## config.mk

```make
export PLATFORM = sky130hd
export DESIGN_NAME = mft_route
export DESIGN_NICKNAME = d
export VERILOG_FILES = /design/src/design/mft_pkg.sv /design/src/design/mft_route.sv
export SDC_FILE = /design/constraint.sdc
export NUM_CORES = 1
export LEC_CHECK = 0
export ABC_AREA = 1
export BUFFER_PORTS_ARGS = -buffer_cell sky130_fd_sc_hd__buf_4
export CORE_ASPECT_RATIO = 0.75
export CORE_MARGIN = 2
export CORE_UTILIZATION = 40
export CTS_CLUSTER_SIZE = 16
export DETAILED_ROUTE_END_ITERATION = 8
export PLACE_DENSITY = 0.73
export SYNTH_ARGS = -nofsm -noshare
export SYNTH_HDL_FRONTEND = slang
export SYNTH_SLANG_ARGS = --single-unit
```

## constraint.sdc

```tcl
create_clock -name SYS_CLK -period 1.4 [get_ports SYS_CLK]
set_input_delay 0.07 -clock SYS_CLK [delete_from_list [all_inputs] [get_ports SYS_CLK]]
set_output_delay 0.07 -clock SYS_CLK [all_outputs]
set_load 0.1 [all_outputs]
```

## src/design/mft_pkg.sv

```systemverilog
// package for the multifunction terminal routing block
package mft_pkg;

  // per-terminal function selector width
  localparam int SEL_W = 4;

  // function codes for the selector of each terminal
  localparam logic [3:0] FN_IRQ     = 4'h0;
  localparam logic [3:0] FN_GPI     = 4'h1;
  localparam logic [3:0] FN_GPO     = 4'h2;
  localparam logic [3:0] FN_LED     = 4'h3;
  localparam logic [3:0] FN_ZV      = 4'h4;
  localparam logic [3:0] FN_PWM     = 4'h5;
  localparam logic [3:0] FN_GPE     = 4'h6;
  localparam logic [3:0] FN_SPECIAL = 4'h7;
  localparam logic [3:0] FN_RING    = 4'h8;

  // reset value of every selector: parallel irq
  localparam logic [3:0] SEL_RESET = 4'h0;

  // eeprom loader timing
  localparam int SCL_HALF_NS = 5000;
  localparam int CLK_NS      = 50;
  localparam int SCL_HALF_CY = (SCL_HALF_NS + CLK_NS - 1) / CLK_NS;
  localparam int LOAD_BITS   = 16;

  // internal sources that may reach a terminal
  typedef struct packed {
    logic       inta;
    logic [4:0] gpo;
    logic       led;
    logic       zv;
    logic       pwm;
    logic       general_purpose_event;
    logic [6:0] irq;
    logic       dma_req;
    logic       lock_out;
    logic       lock_oe;
    logic       serirq_out;
    logic       serirq_oe;
    logic       clkrun_out;
    logic       clkrun_oe;
    logic       ring;
  } mft_src_s;

  // one-hot state machine for the eeprom load after pci reset
  typedef enum logic [3:0] {
    LD_IDLE = 4'h1,
    LD_LOW  = 4'h2,
    LD_HIGH = 4'h4,
    LD_DONE = 4'h8
  } mft_ld_e;

endpackage

```

## src/design/mft_route.sv

```systemverilog
// multifunction terminal routing, speaker xor, ring/pme, eeprom load
`timescale 1ns/1ps

// Functional notes
// - terminal zero: inta, gpio0, led, zv, pwm, gpe, irq
// - terminal one: gpio1, led, zv, pwm, gpe, irq
// - terminal two: dma request, gpio2, ring, others
// - terminal three: parallel irq or serialized interrupt
// - terminal four: lock, gpio3, ring, others
// - terminal five: dma grant, gpio4, others
// - terminal six: clkrun or parallel irq
// - both supply controls high: terminal one is data
// - both supply controls high: terminal four is clock
// - after pci reset with both supply controls high, load defaults from eeprom
// - speaker output is xor of card audio
// - dedicated output carries ring or pme
// - suspend keeps general inputs and load data through pci and global resets
module mft_route
  import mft_pkg::*;
#(
  parameter int NUM_SOCK = 2
) (
  // clock and resets
  input  wire logic                 SYS_CLK,
  input  wire logic                 RESET,
  input  wire logic                 PCI_RESET_IN,
  input  wire logic                 GLOBAL_RESET_IN,
  input  wire logic                 SUSPEND,
  // configuration
  input  wire logic [7*SEL_W-1:0]   FUNC_SEL,
  input  wire logic                 RING_SEL_PME,
  input  wire logic                 SOCKET_SUPPLY_CTL_ZERO,
  input  wire logic                 SOCKET_SUPPLY_CTL_ONE,
  // internal sources
  input  mft_src_s                  SRC,
  input  wire logic                 PME,
  input  wire logic [NUM_SOCK-1:0]  CARD_AUDIO,
  // sampled inputs
  output logic [4:0]                GENERAL_INPUT,
  output logic                      DMA_GRANT,
  output logic                      LOCK_IN,
  output logic                      SERIRQ_IN,
  output logic                      CLKRUN_IN,
  // eeprom results
  output logic [LOAD_BITS-1:0]      LOAD_DATA,
  output logic                      LOAD_BUSY,
  // terminals
  input  wire logic [6:0]           MULTI_PIN_IN,
  output logic [6:0]                MULTI_PIN_OUT,
  output logic [6:0]                MULTI_PIN_OE,
  output logic                      RING_INDICATE_OUTPUT,
  output logic                      SPEAKER_OUTPUT
);

  logic [SEL_W-1:0]     sel [7];
  logic [6:0]           pin_out;
  logic [6:0]           pin_oe;
  logic                 eeprom_mode;
  logic                 next_eeprom_mode;
  mft_ld_e              ld_state;
  mft_ld_e              next_ld_state;
  logic [7:0]           ld_cnt;
  logic [7:0]           next_ld_cnt;
  logic [4:0]           ld_bit;
  logic [4:0]           next_ld_bit;
  logic [LOAD_BITS-1:0] next_load_data;
  logic [4:0]           next_gpi;
  logic                 next_spk;
  logic                 next_ring;
  logic                 soft_rst;

  // suspend shields state from both device resets
  assign soft_rst = (PCI_RESET_IN | GLOBAL_RESET_IN) & ~SUSPEND;

  always_comb begin
    for (int i = 0; i < 7; i++) begin
      sel[i] = FUNC_SEL[i*SEL_W +: SEL_W];
    end
  end

  // shared mux of the common functions for one terminal
  function automatic logic [1:0] common_fn(input logic [3:0] s,
                                           input logic       gpo,
                                           input logic       irq);
    case (s)
      FN_IRQ:  common_fn = {irq, 1'b1};
      FN_GPI:  common_fn = 2'b00;
      FN_GPO:  common_fn = {gpo, 1'b1};
      FN_LED:  common_fn = {SRC.led, 1'b1};
      FN_ZV:   common_fn = {SRC.zv, 1'b1};
      FN_PWM:  common_fn = {SRC.pwm, 1'b1};
      FN_GPE:  common_fn = {SRC.general_purpose_event, 1'b1};
      default: common_fn = 2'b00;
    endcase
  endfunction

  always_comb begin
    {pin_out[0], pin_oe[0]} = common_fn(sel[0], SRC.gpo[0], SRC.irq[0]);
    if (sel[0] == FN_SPECIAL) begin
      {pin_out[0], pin_oe[0]} = {SRC.inta, 1'b1};
    end
    {pin_out[1], pin_oe[1]} = common_fn(sel[1], SRC.gpo[1],
                                        SRC.irq[1]);
    {pin_out[2], pin_oe[2]} = common_fn(sel[2], SRC.gpo[2], SRC.irq[2]);
    if (sel[2] == FN_SPECIAL) begin
      {pin_out[2], pin_oe[2]} = {SRC.dma_req, 1'b1};
    end else if (sel[2] == FN_RING) begin
      {pin_out[2], pin_oe[2]} = {SRC.ring, 1'b1};
    end
    // terminal three: irq or serialized interrupt only
    if (sel[3] == FN_SPECIAL) begin
      {pin_out[3], pin_oe[3]} = {SRC.serirq_out, SRC.serirq_oe};
    end else begin
      {pin_out[3], pin_oe[3]} = {SRC.irq[3], 1'b1};
    end
    {pin_out[4], pin_oe[4]} = common_fn(sel[4], SRC.gpo[3], SRC.irq[4]);
    if (sel[4] == FN_SPECIAL) begin
      {pin_out[4], pin_oe[4]} = {SRC.lock_out, SRC.lock_oe};
    end else if (sel[4] == FN_RING) begin
      {pin_out[4], pin_oe[4]} = {SRC.ring, 1'b1};
    end
    {pin_out[5], pin_oe[5]} = common_fn(sel[5], SRC.gpo[4], SRC.irq[5]);
    if (sel[5] == FN_SPECIAL) begin
      pin_oe[5] = 1'b0;
    end
    if (sel[6] == FN_SPECIAL) begin
      {pin_out[6], pin_oe[6]} = {SRC.clkrun_out, SRC.clkrun_oe};
    end else begin
      {pin_out[6], pin_oe[6]} = {SRC.irq[6], 1'b1};
    end
    // eeprom load owns terminals one and four
    if (eeprom_mode) begin
      pin_out[1] = 1'b0;
      pin_oe[1]  = 1'b0;
      pin_out[4] = 1'b0;
      pin_oe[4]  = (ld_state == LD_LOW);
    end
  end

  // open-drain clock: driven low in low phase, released otherwise
  assign MULTI_PIN_OUT = pin_out;
  assign MULTI_PIN_OE  = pin_oe;

  // decode inputs only when that function is selected
  always_comb begin
    next_gpi    = GENERAL_INPUT;
    next_gpi[0] = (sel[0] == FN_GPI) ? MULTI_PIN_IN[0] : 1'b0;
    next_gpi[1] = (sel[1] == FN_GPI && !eeprom_mode) ? MULTI_PIN_IN[1] : 1'b0;
    next_gpi[2] = (sel[2] == FN_GPI) ? MULTI_PIN_IN[2] : 1'b0;
    next_gpi[3] = (sel[4] == FN_GPI && !eeprom_mode) ? MULTI_PIN_IN[4] : 1'b0;
    next_gpi[4] = (sel[5] == FN_GPI) ? MULTI_PIN_IN[5] : 1'b0;
    next_spk    = ^CARD_AUDIO;
    next_ring   = RING_SEL_PME ? PME : SRC.ring;
  end

  assign DMA_GRANT = (sel[5] == FN_SPECIAL) & MULTI_PIN_IN[5];
  assign LOCK_IN   = (sel[4] == FN_SPECIAL) & MULTI_PIN_IN[4];
  assign SERIRQ_IN = (sel[3] == FN_SPECIAL) & MULTI_PIN_IN[3];
  assign CLKRUN_IN = (sel[6] == FN_SPECIAL) & MULTI_PIN_IN[6];
  assign LOAD_BUSY = eeprom_mode;

  // serial loader: clocks LOAD_BITS data bits in after pci reset
  always_comb begin
    next_ld_state    = ld_state;
    next_ld_cnt      = ld_cnt;
    next_ld_bit      = ld_bit;
    next_load_data   = LOAD_DATA;
    next_eeprom_mode = eeprom_mode;
    case (ld_state)
      LD_IDLE: begin
        if (eeprom_mode) begin
          next_ld_state = LD_LOW;
          next_ld_cnt   = 8'h00;
          next_ld_bit   = 5'h00;
        end
      end
      LD_LOW: begin
        if (ld_cnt == 8'(SCL_HALF_CY - 1)) begin
          next_ld_state = LD_HIGH;
          next_ld_cnt   = 8'h00;
        end else begin
          next_ld_cnt = ld_cnt + 8'h01;
        end
      end
      LD_HIGH: begin
        if (ld_cnt == 8'(SCL_HALF_CY - 1)) begin
          next_load_data = {LOAD_DATA[LOAD_BITS-2:0],
                            MULTI_PIN_IN[1]};
          next_ld_cnt    = 8'h00;
          next_ld_bit    = ld_bit + 5'h01;
          next_ld_state  = (ld_bit == 5'(LOAD_BITS - 1)) ? LD_DONE : LD_LOW;
        end else begin
          next_ld_cnt = ld_cnt + 8'h01;
        end
      end
      LD_DONE: begin
        next_eeprom_mode = 1'b0;
        next_ld_state    = LD_IDLE;
      end
      default: next_ld_state = LD_IDLE;
    endcase
    // strap sampled as pci reset is released
    if (PCI_RESET_IN) begin
      next_eeprom_mode = SOCKET_SUPPLY_CTL_ZERO
                       & SOCKET_SUPPLY_CTL_ONE;
      next_ld_state    = LD_IDLE;
    end
  end

  always_ff @(posedge SYS_CLK) begin
    if (RESET) begin
      ld_state             <= LD_IDLE;
      ld_cnt               <= 8'h00;
      ld_bit               <= 5'h00;
      eeprom_mode          <= 1'b0;
      LOAD_DATA            <= '0;
      GENERAL_INPUT        <= 5'h00;
      SPEAKER_OUTPUT       <= 1'b0;
      RING_INDICATE_OUTPUT <= 1'b0;
    end else begin
      ld_state             <= next_ld_state;
      ld_cnt               <= next_ld_cnt;
      ld_bit               <= next_ld_bit;
      eeprom_mode          <= next_eeprom_mode;
      LOAD_DATA            <= (soft_rst && !PCI_RESET_IN)
                              ? '0 : next_load_data;
      GENERAL_INPUT        <= soft_rst ? 5'h00 : next_gpi;
      SPEAKER_OUTPUT       <= next_spk;
      RING_INDICATE_OUTPUT <= next_ring;
    end
  end

  spk_xor_a: assert property (@(posedge SYS_CLK)
    disable iff (RESET) 1'b1
    |=> SPEAKER_OUTPUT == ^$past(CARD_AUDIO))
    else $error("speaker not xor of audio");
  ring_pme_a: assert property (@(posedge SYS_CLK)
    disable iff (RESET) RING_SEL_PME
    |=> RING_INDICATE_OUTPUT == $past(PME))
    else $error("ring output not pme");
  t3_irq_a: assert property (@(posedge SYS_CLK)
    disable iff (RESET) sel[3] != FN_SPECIAL
    |-> MULTI_PIN_OE[3] && MULTI_PIN_OUT[3] == SRC.irq[3])
    else $error("terminal three irq wrong");
  t6_clk_a: assert property (@(posedge SYS_CLK)
    disable iff (RESET) sel[6] == FN_SPECIAL
    |-> MULTI_PIN_OE[6] == SRC.clkrun_oe && CLKRUN_IN == MULTI_PIN_IN[6])
    else $error("terminal six clkrun wrong");
  gpi_off_a: assert property (@(posedge SYS_CLK)
    disable iff (RESET) sel[0] == FN_GPI
    |-> !MULTI_PIN_OE[0])
    else $error("input terminal driven");
  t0_inta_a: assert property (@(posedge SYS_CLK)
    disable iff (RESET) sel[0] == FN_SPECIAL
    |-> MULTI_PIN_OE[0] && MULTI_PIN_OUT[0] == SRC.inta)
    else $error("terminal zero inta wrong");
  sda_rel_a: assert property (@(posedge SYS_CLK)
    disable iff (RESET) eeprom_mode
    |-> !MULTI_PIN_OE[1])
    else $error("data line driven in load");
  ld_start_a: assert property (@(posedge SYS_CLK)
    disable iff (RESET) $fell(PCI_RESET_IN) && eeprom_mode
    |-> ##1 ld_state == LD_LOW)
    else $error("load did not start");
  scl_low_a: assert property (@(posedge SYS_CLK)
    disable iff (RESET) eeprom_mode && ld_state == LD_LOW
    |-> MULTI_PIN_OE[4] && !MULTI_PIN_OUT[4])
    else $error("clock not pulled low");
  susp_hold_a: assert property (@(posedge SYS_CLK)
    disable iff (RESET) SUSPEND && GLOBAL_RESET_IN && !PCI_RESET_IN
    && ld_state == LD_IDLE |=> LOAD_DATA == $past(LOAD_DATA))
    else $error("suspend lost state");
  t2_ring_a: assert property (@(posedge SYS_CLK)
    disable iff (RESET) sel[2] == FN_RING
    |-> MULTI_PIN_OE[2] && MULTI_PIN_OUT[2] == SRC.ring)
    else $error("terminal two ring wrong");
  t1_gpo_a: assert property (@(posedge SYS_CLK)
    disable iff (RESET) sel[1] == FN_GPO && !eeprom_mode
    |-> MULTI_PIN_OE[1] && MULTI_PIN_OUT[1] == SRC.gpo[1])
    else $error("terminal one gpo wrong");
  t2_dma_a: assert property (@(posedge SYS_CLK)
    disable iff (RESET) sel[2] == FN_SPECIAL
    |-> MULTI_PIN_OE[2] && MULTI_PIN_OUT[2] == SRC.dma_req)
    else $error("terminal two dma request wrong");
  t4_lock_a: assert property (@(posedge SYS_CLK)
    disable iff (RESET) sel[4] == FN_SPECIAL && !eeprom_mode
    |-> MULTI_PIN_OE[4] == SRC.lock_oe && LOCK_IN == MULTI_PIN_IN[4])
    else $error("terminal four lock wrong");
  t5_grant_a: assert property (@(posedge SYS_CLK)
    disable iff (RESET) sel[5] == FN_SPECIAL
    |-> !MULTI_PIN_OE[5] && DMA_GRANT == MULTI_PIN_IN[5])
    else $error("terminal five grant wrong");
  t3_ser_a: assert property (@(posedge SYS_CLK)
    disable iff (RESET) sel[3] == FN_SPECIAL
    |-> MULTI_PIN_OE[3] == SRC.serirq_oe && SERIRQ_IN == MULTI_PIN_IN[3])
    else $error("terminal three serirq wrong");
  scl_rel_a: assert property (@(posedge SYS_CLK)
    disable iff (RESET) eeprom_mode && ld_state == LD_HIGH
    |-> !MULTI_PIN_OE[4])
    else $error("clock held low in high phase");
  gpi_mask_a: assert property (@(posedge SYS_CLK)
    disable iff (RESET) eeprom_mode
    |=> !GENERAL_INPUT[1] && !GENERAL_INPUT[3])
    else $error("serial bus seen as input");
  global_reset_in_clr_a: assert property (@(posedge SYS_CLK)
    disable iff (RESET) GLOBAL_RESET_IN && !SUSPEND && !PCI_RESET_IN
    |=> GENERAL_INPUT == 5'h00 && LOAD_DATA == '0)
    else $error("global reset did not clear");
  load_end_a: assert property (@(posedge SYS_CLK)
    disable iff (RESET) ld_state == LD_DONE && !PCI_RESET_IN
    |=> !LOAD_BUSY)
    else $error("load busy after done");

  load_c: cover property (@(posedge SYS_CLK) ld_state == LD_DONE);
  serirq_c: cover property (@(posedge SYS_CLK) sel[3] == FN_SPECIAL);
  susp_c: cover property (@(posedge SYS_CLK) SUSPEND && GLOBAL_RESET_IN);
  ring_c: cover property (@(posedge SYS_CLK) sel[2] == FN_RING && SRC.ring);
  grant_c: cover property (@(posedge SYS_CLK) DMA_GRANT);

endmodule // mft_route

```

---- After elaboration in Yosys (flattened, before gate mapping) ----
Cells that the tools add are included.
word-level totals
  flip-flop bits (word level) ............. 41
  output and inout bits ................... 42
  bits of input ports ..................... 71
  word-level logic and storage cells ...... 138
cells by class
  equality and inequality tests ........... 47
  reduce and logical (&&, ||, !) cells .... 26
  mux-type cells .......................... 38
  $add $sub $neg .......................... 2
  bitwise operators ....................... 13
operator list
  cell                   number
  $eq A4 B3 Y1 const B   22
  $pmux W2 S6            5
  $eq A4 B2 Y1 const B   11
  $eq A4 B1 Y1 const B   6
  $mux W1                22
  $logic_not A4 Y1       5
  $mux W4                4
  $mux W8                2
  $pmux W8 S2            1
  $reduce_or A3 Y1       5
  $eq A4 B4 Y1 const B   3
  $pmux W4 S3            1
  $mux W5                2
  $pmux W5 S2            1
  $add A8 B1 Y8 const B  1
  $eq A8 B7 Y1 const B   1
  $and A1 B1 Y1          6
  $not A1 Y1             6
  $reduce_and A3 Y1      2
  $reduce_bool A2 Y1     3
  $reduce_or A2 Y1       3
  $add A5 B1 Y5 const B  1
  $eq A5 B4 Y1 const B   1
  $ne A2 B2 Y1 const B   2
  6 further kinds        10

---- Longest topological paths before layout ----
Gate-level depths: netlist of run 1.
  word-level depth ........................ 5
  depth in mapped cells ................... 10
  mapped depth without buffers ............ 10

---- Worst setup path before layout of run 1 ----
No wires, ideal clock.
  path kind ............................... register to output
  start point ............................. register eeprom_mode, in the netlist LOAD_BUSY
  end point ............................... output MULTI_PIN_OE[4]
  stages on the path, launching flop included .. 2
  buffers on the path ..................... 0
  slack ................................... -1.627 ns
  arrival ................................. 2.957 ns
  required time ........................... 1.330 ns
  cell sequence ........................... dfxtp_1 > o21ai_0
between the ends
  cells in the longest elaborated chain, start to end .. 1
RTL lines
  element                 line              RTL
  from (decl)             mft_route.sv:58   logic eeprom_mode;
  from (signal assigned)  mft_route.sv:224  eeprom_mode <= next_eeprom_mode;
  $mux W1                 mft_route.sv:132  if (eeprom_mode) begin
  to (decl)               mft_route.sv:50   output logic [6:0] MULTI_PIN_OE,
Every way passes these cells.

---- Final worst setup path of run 1 ----
  start point ............................. register ld_state[3]
  end point ............................... output MULTI_PIN_OE[4]
between the ends
  cells in the longest elaborated chain, start to end .. 2
RTL lines
  element                 line              RTL
  from (decl)             mft_route.sv:60   mft_ld_e ld_state;
  from (signal assigned)  mft_route.sv:221  ld_state <= next_ld_state;
  $eq A4 B2 Y1            mft_route.sv:136  pin_oe[4] = (ld_state == LD_LOW);
  $mux W1                 mft_route.sv:132
Every way passes these cells.

==> results of run 1 <==
final cells by class:
cell class	count	area share [%]
Sequential cell	41	22.1
Tap cell	78	2.59
Inverter	46	4.92
Clock inverter	2	0.997
Clock buffer	6	2.19
Multi-Input combinational cell	288	41.0
Timing Repair Buffer	127	26.2
state kept, by name, indices dropped and copies added (netlist names):
signal and flops:
LOAD_DATA 16, ld_cnt 8, SPEAKER_OUTPUT 1, ld_bit 5
GENERAL_INPUT 5, RING_INDICATE_OUTPUT 1, ld_state 4, LOAD_BUSY 1
report_power, final:
| part | internal (mW) | switching (mW) | leakage, nW |
|---|---|---|---|
| logic | 0.292 | 0.531 | 1.31 |
| clock network | 0.580 | 0.414 | 0.0574 |
| registers | 1.18 | 0.0118 | 0.335 |
worst max-delay path: cells and delay by family (launching register included):
family                 cells  cell delay (ps)
flip-flops                 1              340
AND/OR/NAND/NOR            3              270
AO/OA/AOI/OAI              1               80
buffers and inverters      2              270
cell usage in the layout (no fill, tap or decap), types with 3 or more instances in the layout:
cell and instances:
dfxtp_2 4, nor2_2 6, buf_4 123, nand4_1 8, a21oi_2 11, nand2_1 93
clkbuf_8 6, inv_1 37, inv_2 7, a21oi_1 23, o21ai_0 7, dfxtp_1 35
nand2_2 15, nor4_1 3, nand3_2 4, nor2_1 41, nand3_1 46, nor2_4 5
how the worst min path moves through the flow:
stage,to,slack [ps],from,cells past startpoint
after floorplan,GENERAL_INPUT[3],150,RESET,1
after global placement,GENERAL_INPUT[4],280,FUNC_SEL[21],2
after detailed placement,GENERAL_INPUT[4],290,FUNC_SEL[21],2
after CTS,RING_INDICATE_OUTPUT,7,PME,3
after global routing,RING_INDICATE_OUTPUT,3,PME,3
final,RING_INDICATE_OUTPUT,10,PME,3
per-layer routing:
| metal | vias up | share of wire (%) |
|---|---|---|
| met2 | 105 | 47 |
| met3 | 13 | 7.3 |
| met5 | - | 0 |
| li1 | 1501 | - |
| met1 | 1357 | 44 |
| met4 | 0 | 1.5 |
through the flow:
step                cell area, um2  power (mW)  util, %  hold WS, ps  setup slack, ps
finish                        3760        3.00     63.9         9.76             59.3
detailed placement            3520        2.01     59.8          287             33.2
CTS                           3690        3.02     62.8         6.68             9.27
floorplan                     2530        1.71        -          147             -216
global placement              3520        2.00     59.8          283              117
global route                  3760        3.12     63.9         2.54            -23.0
logic make-up (layout without fill, tap and decap cells):
kind of cell | count (synthesis) | after routing | share of synthesized area, %
compound gates | 53 | 53 | 13.1
xor+xnor | 1 | 1 | 0.356
mux | 2 | 2 | 0.916
flops | 41 | 41 | 33.4
simple gates | 229 | 229 | 42.4
fa+ha+maj | 3 | 3 | 1.53
buf+inv | 50 | 181 | 8.35
repair_timing:
action	CTS	global route
gates cloned	0	0
buffers inserted	2	2
resized for setup	9	19
endpoints found under the setup margin	2	28
hold buffers	1	0
endpoints found under the hold margin	1	0
pin swaps	1	4
==> qor.txt, run 1 <==
clk_lat worst skew - 290 ps
Final GP Congestion - 0.866
Max Slew Vio Count - 0
max incr delay on CP - 340 ps
DR WL/cell - 12.6 um
critical path's slowest cell - dfxtp_2
top cells by area, synth - dfxtp_1, nand2_1, nand3_1
die span in x - 94.5 um
root buffer cell - clkbuf_8
sequence of cells on the critical path - nor2_4 > nand3_2 > inv_2 > nand2_2 > o21ai_4 > buf_12
syn nets - 453
Mean Syn Cell Area - 6.48 um2
CP max FO - 2
async set-reset flop share out of synthesis - 0%
post-synth top area share - 33.4%
I/O Pins - 113
FF/Latch Area - 833 um2
Post-Synthesis Cells - 379
diode count - 0
worst setup path start - ld_state[3]
Num CTS Buffers - 5
antenna violations before repair - 0
std cell rows - 24
leading area contributor after synthesis - dfxtp_1
Worst Hold Class - input port to flop
Clock Skew - 6.30 ps
Worst slew margin - 76.7%
vias in the first global route - 2805
register area share after synthesis - 33.4%
Setup crit end - MULTI_PIN_OE[4]
final wirelength - 7400 um
top cells by count, synth - nand2_1, nand3_1, nor2_1
Die Y-Extent - 71.9 um
Synth Flop Type - dfxtp_1
fin crit period - 1340 ps
layout cell share with drive strength beyond 1 - 40.0%
critical path startpoint category - flop
Crit. End Element - output port
TritonCTS clock tree - built
yosys warns - 0
H-tree depth - 2
Nets - 583
1st-iter DRT viols - 152
pin count of the biggest net entering global routing - 17
Setup CP Type - flop to output port
# clock sinks - 41
total of max-cap violations - 0
Congestion Overflow GR - 0
area occupied by multi-input gates - 1540 um2
Layout area overhead - 53.2%
count of different cell masters after synthesis - 34
fill count - 524
met2 GRT Util - 38.8%
number of routed nets with antenna violations - 0
Core Area - 5890 um2
non-filler cells, final - 588
Starting Density - 41.8%
period utilisation layout - 95.8%
final setup fails - 0
clk slew on worst S/H paths - 80 ps
Tot GR Track Use - 22.3%
number of flops mapped to enable cells by yosys - 0
static leakage - 1.70 nW
power per standard cell area - 798 nW/um2
Post-DP HPWL - 5830 um
maximum clock rate - 746 MHz
Pre-antenna DRT Iters - 5
Reg2Reg Launch Point - ld_cnt[1]
r2r worst-path depth - 7
RSZ-0062 raised after global routing - true
PortBufs - 112
Vias/cell - 5.06
register-to-register path setup slack - 80 ps
routed via count - 2976
die area - 6790 um2
Post-Place Cells - 575
most common cell in the netlist - nand2_1
final hold viol count - 0
busiest layer in global routing - met2
Slew @ Worst Pin - 346 ps
Max VDD drop - 0.000429 V
DRC Markers - 0
Global Route met3 Usage - 5.99%
met1 usage - 27.2%
status - finished clean
Worst R2R End - ld_state[3]
Crit path arrival time - 1270 ps
synthesis-stage register bit count - 41
Fin Setup TNS - 0 ps
WP data required - 1330 ps
Mapped Area - 2460 um2
global-route wire length before repair - 12300 um
CTS max path bufs - 2
No activity file was read; power rests on OpenSTA's default activity.
==> inputs of run 2 (changes only) <==
--- a/config.mk
+++ b/config.mk
@@ -15,2 +15,3 @@
 export PLACE_DENSITY = 0.73
+export SETUP_SLACK_MARGIN = 0.05
 export SYNTH_ARGS = -nofsm -noshare
--- a/constraint.sdc
+++ b/constraint.sdc
@@ -3,2 +3,2 @@
 set_output_delay 0.07 -clock SYS_CLK [all_outputs]
-set_load 0.1 [all_outputs]
+set_load 0.05 [all_outputs]
==> qor.txt, run 2 (synthesis results as in run 1) <==
std cell rows - 24
CP max FO - 5
power per standard cell area - 754 nW/um2
non-filler cells, final - 595
Num CTS Buffers - 5
CP dominant cell by count - nand2_1
final setup fails - 0
Slew @ Worst Pin - 287 ps
Pre-antenna DRT Iters - 4
static leakage - 1.72 nW
Post-DP HPWL - 5730 um
PortBufs - 112
critical path's slowest cell - dfxtp_4
Top Registers - LOAD_DATA (16), ld_cnt (8)
# clock sinks - 41
Sw Ratio - 28.5%
Congestion Overflow GR - 0
Comb pwr share - 23.3%
final wirelength - 7480 um
FF/Latch Area - 838 um2
Setup CP Type - flop to flop
Final Cell Area - 3790 um2
dpl ws - 18.1 ps
most frequent cells in the layout - buf_4, nand2_1, nand3_1
I/O Pins - 113
TritonCTS clock tree - built
critical path startpoint category - flop
largest register by flop count - LOAD_DATA
max FFs per register - 16
final hold viol count - 0
fill count - 528
Worst slew margin - 80.8%
root buffer cell - clkbuf_8
PnR worst setup slack - 60.6 ps
sequence of cells on the critical path - nor2_4 > buf_6 > nand4_1 > buf_4 > nand3_4 > nand2_1 > nand2_1 > nor2_1
Starting Density - 41.8%
routed via count - 2965
DRC Markers - 0
maximum clock rate - 747 MHz
diode count - 0
Max Slew Vio Count - 0
Crit path arrival time - 1530 ps
1st-iter DRT viols - 208
max incr delay on CP - 360 ps
antenna violations before repair - 0
Worst Hold Class - input port to flop
P_sw - 0.815 mW
clk_lat worst skew - 290 ps
die span in x - 94.5 um
Max VDD drop - 0.000642 V
Fin Setup TNS - 0 ps
vias in the first global route - 2547
Die Y-Extent - 71.9 um
fin crit period - 1340 ps
Final Util - 64.4%
cell count of the worst hold path - 3
die area - 6790 um2
H-tree depth - 2
pin count of the biggest net entering global routing - 17
period utilisation layout - 95.7%
Placement Cell Area - 3460 um2
Final GP Congestion - 0.838
area occupied by multi-input gates - 1530 um2
status - finished clean
DR WL/cell - 12.6 um
Vias/cell - 4.98
Tot GR Track Use - 20.9%
r2r worst-path depth - 8
RSZ-0062 raised after global routing - true
clk slew on worst S/H paths - 80 ps
Post-Place Cells - 576
P_int - 2.04 mW
commonest non-fill, non-tap cell in the layout - buf_4
total of max-cap violations - 0
CTS max path bufs - 2
WP data required - 1590 ps
Clock Skew - 3.49 ps
global-route wire length before repair - 11300 um
Crit. End Element - flop
layout cell share with drive strength beyond 1 - 40.4%
clock network fraction of design power - 35.2%
Seq pwr share - 41.5%
Core Area - 5890 um2
Nets - 590
number of routed nets with antenna violations - 0
Layout area overhead - 54.2%
## run 2: changes by cell type in the layout (fill, tap and decap cells not counted), sizes merged
cell  previous run  this run
buf            126       133
## run 2: layer usage
layer | share of wire (%) | vias up | global-route usage (%) | routed length [um]
met5 | 0 | - | 0 | 0
met3 | 7.5 | 10 | 4.94 | 563
li1 | - | 1516 | - | -
met2 | 46 | 97 | 34.2 | 3420
met4 | 1.4 | 0 | 5.80 | 104
met1 | 45 | 1342 | 27.9 | 3390
## run 2: power groups by stage
stage | clock (mW) | combinational, mW | sequential [mW]
after detailed placement | 0 | 0.625 | 1.22
after floorplan | 0 | 0.305 | 1.24
after CTS | 1.03 | 0.642 | 1.19
after global routing | 1.06 | 0.716 | 1.19
final | 1.01 | 0.667 | 1.18
after global placement | 0 | 0.618 | 1.22
## run 2: layout make-up
type,count,share of cell area [%]
Multi-Input combinational cell,288,40.3
Timing Repair Buffer,134,27.1
Sequential cell,41,22.1
Inverter,46,4.75
Tap cell,78,2.58
Clock buffer,6,2.18
Clock inverter,2,0.990
## run 2: what timing repair did
item	CTS	global route
resized for setup	7	33
pin swaps	3	9
setup buffers	3	7
hold endpoints to repair	1	0
hold buffers	1	0
endpoints found under the setup margin	9	32
## run 2: worst paths after layout
| path | start | end | slack (ps) |
|---|---|---|---|
| worst max register to register | ld_state[2] | ld_bit[1] | 60 |
| worst max-delay path | ld_state[2] | ld_bit[1] | 60 |
| worst min-delay path | PME | RING_INDICATE_OUTPUT | 10 |
| worst min register to register | LOAD_DATA[5] | LOAD_DATA[6] | 490 |
## run 2: worst max-delay path: cells and delay by family (launching register included)
kind / cells / cell delay, ps
flops: 1 / 360
simple gates: 6 / 560
buf+inv: 2 / 320
## run 2: per-stage QoR
stage	hold slack, ps	total power [mW]
after floorplan	147	1.54
after global placement	287	1.83
after detailed placement	290	1.84
after CTS	11.4	2.86
after global routing	21.3	2.96
final	13.8	2.86
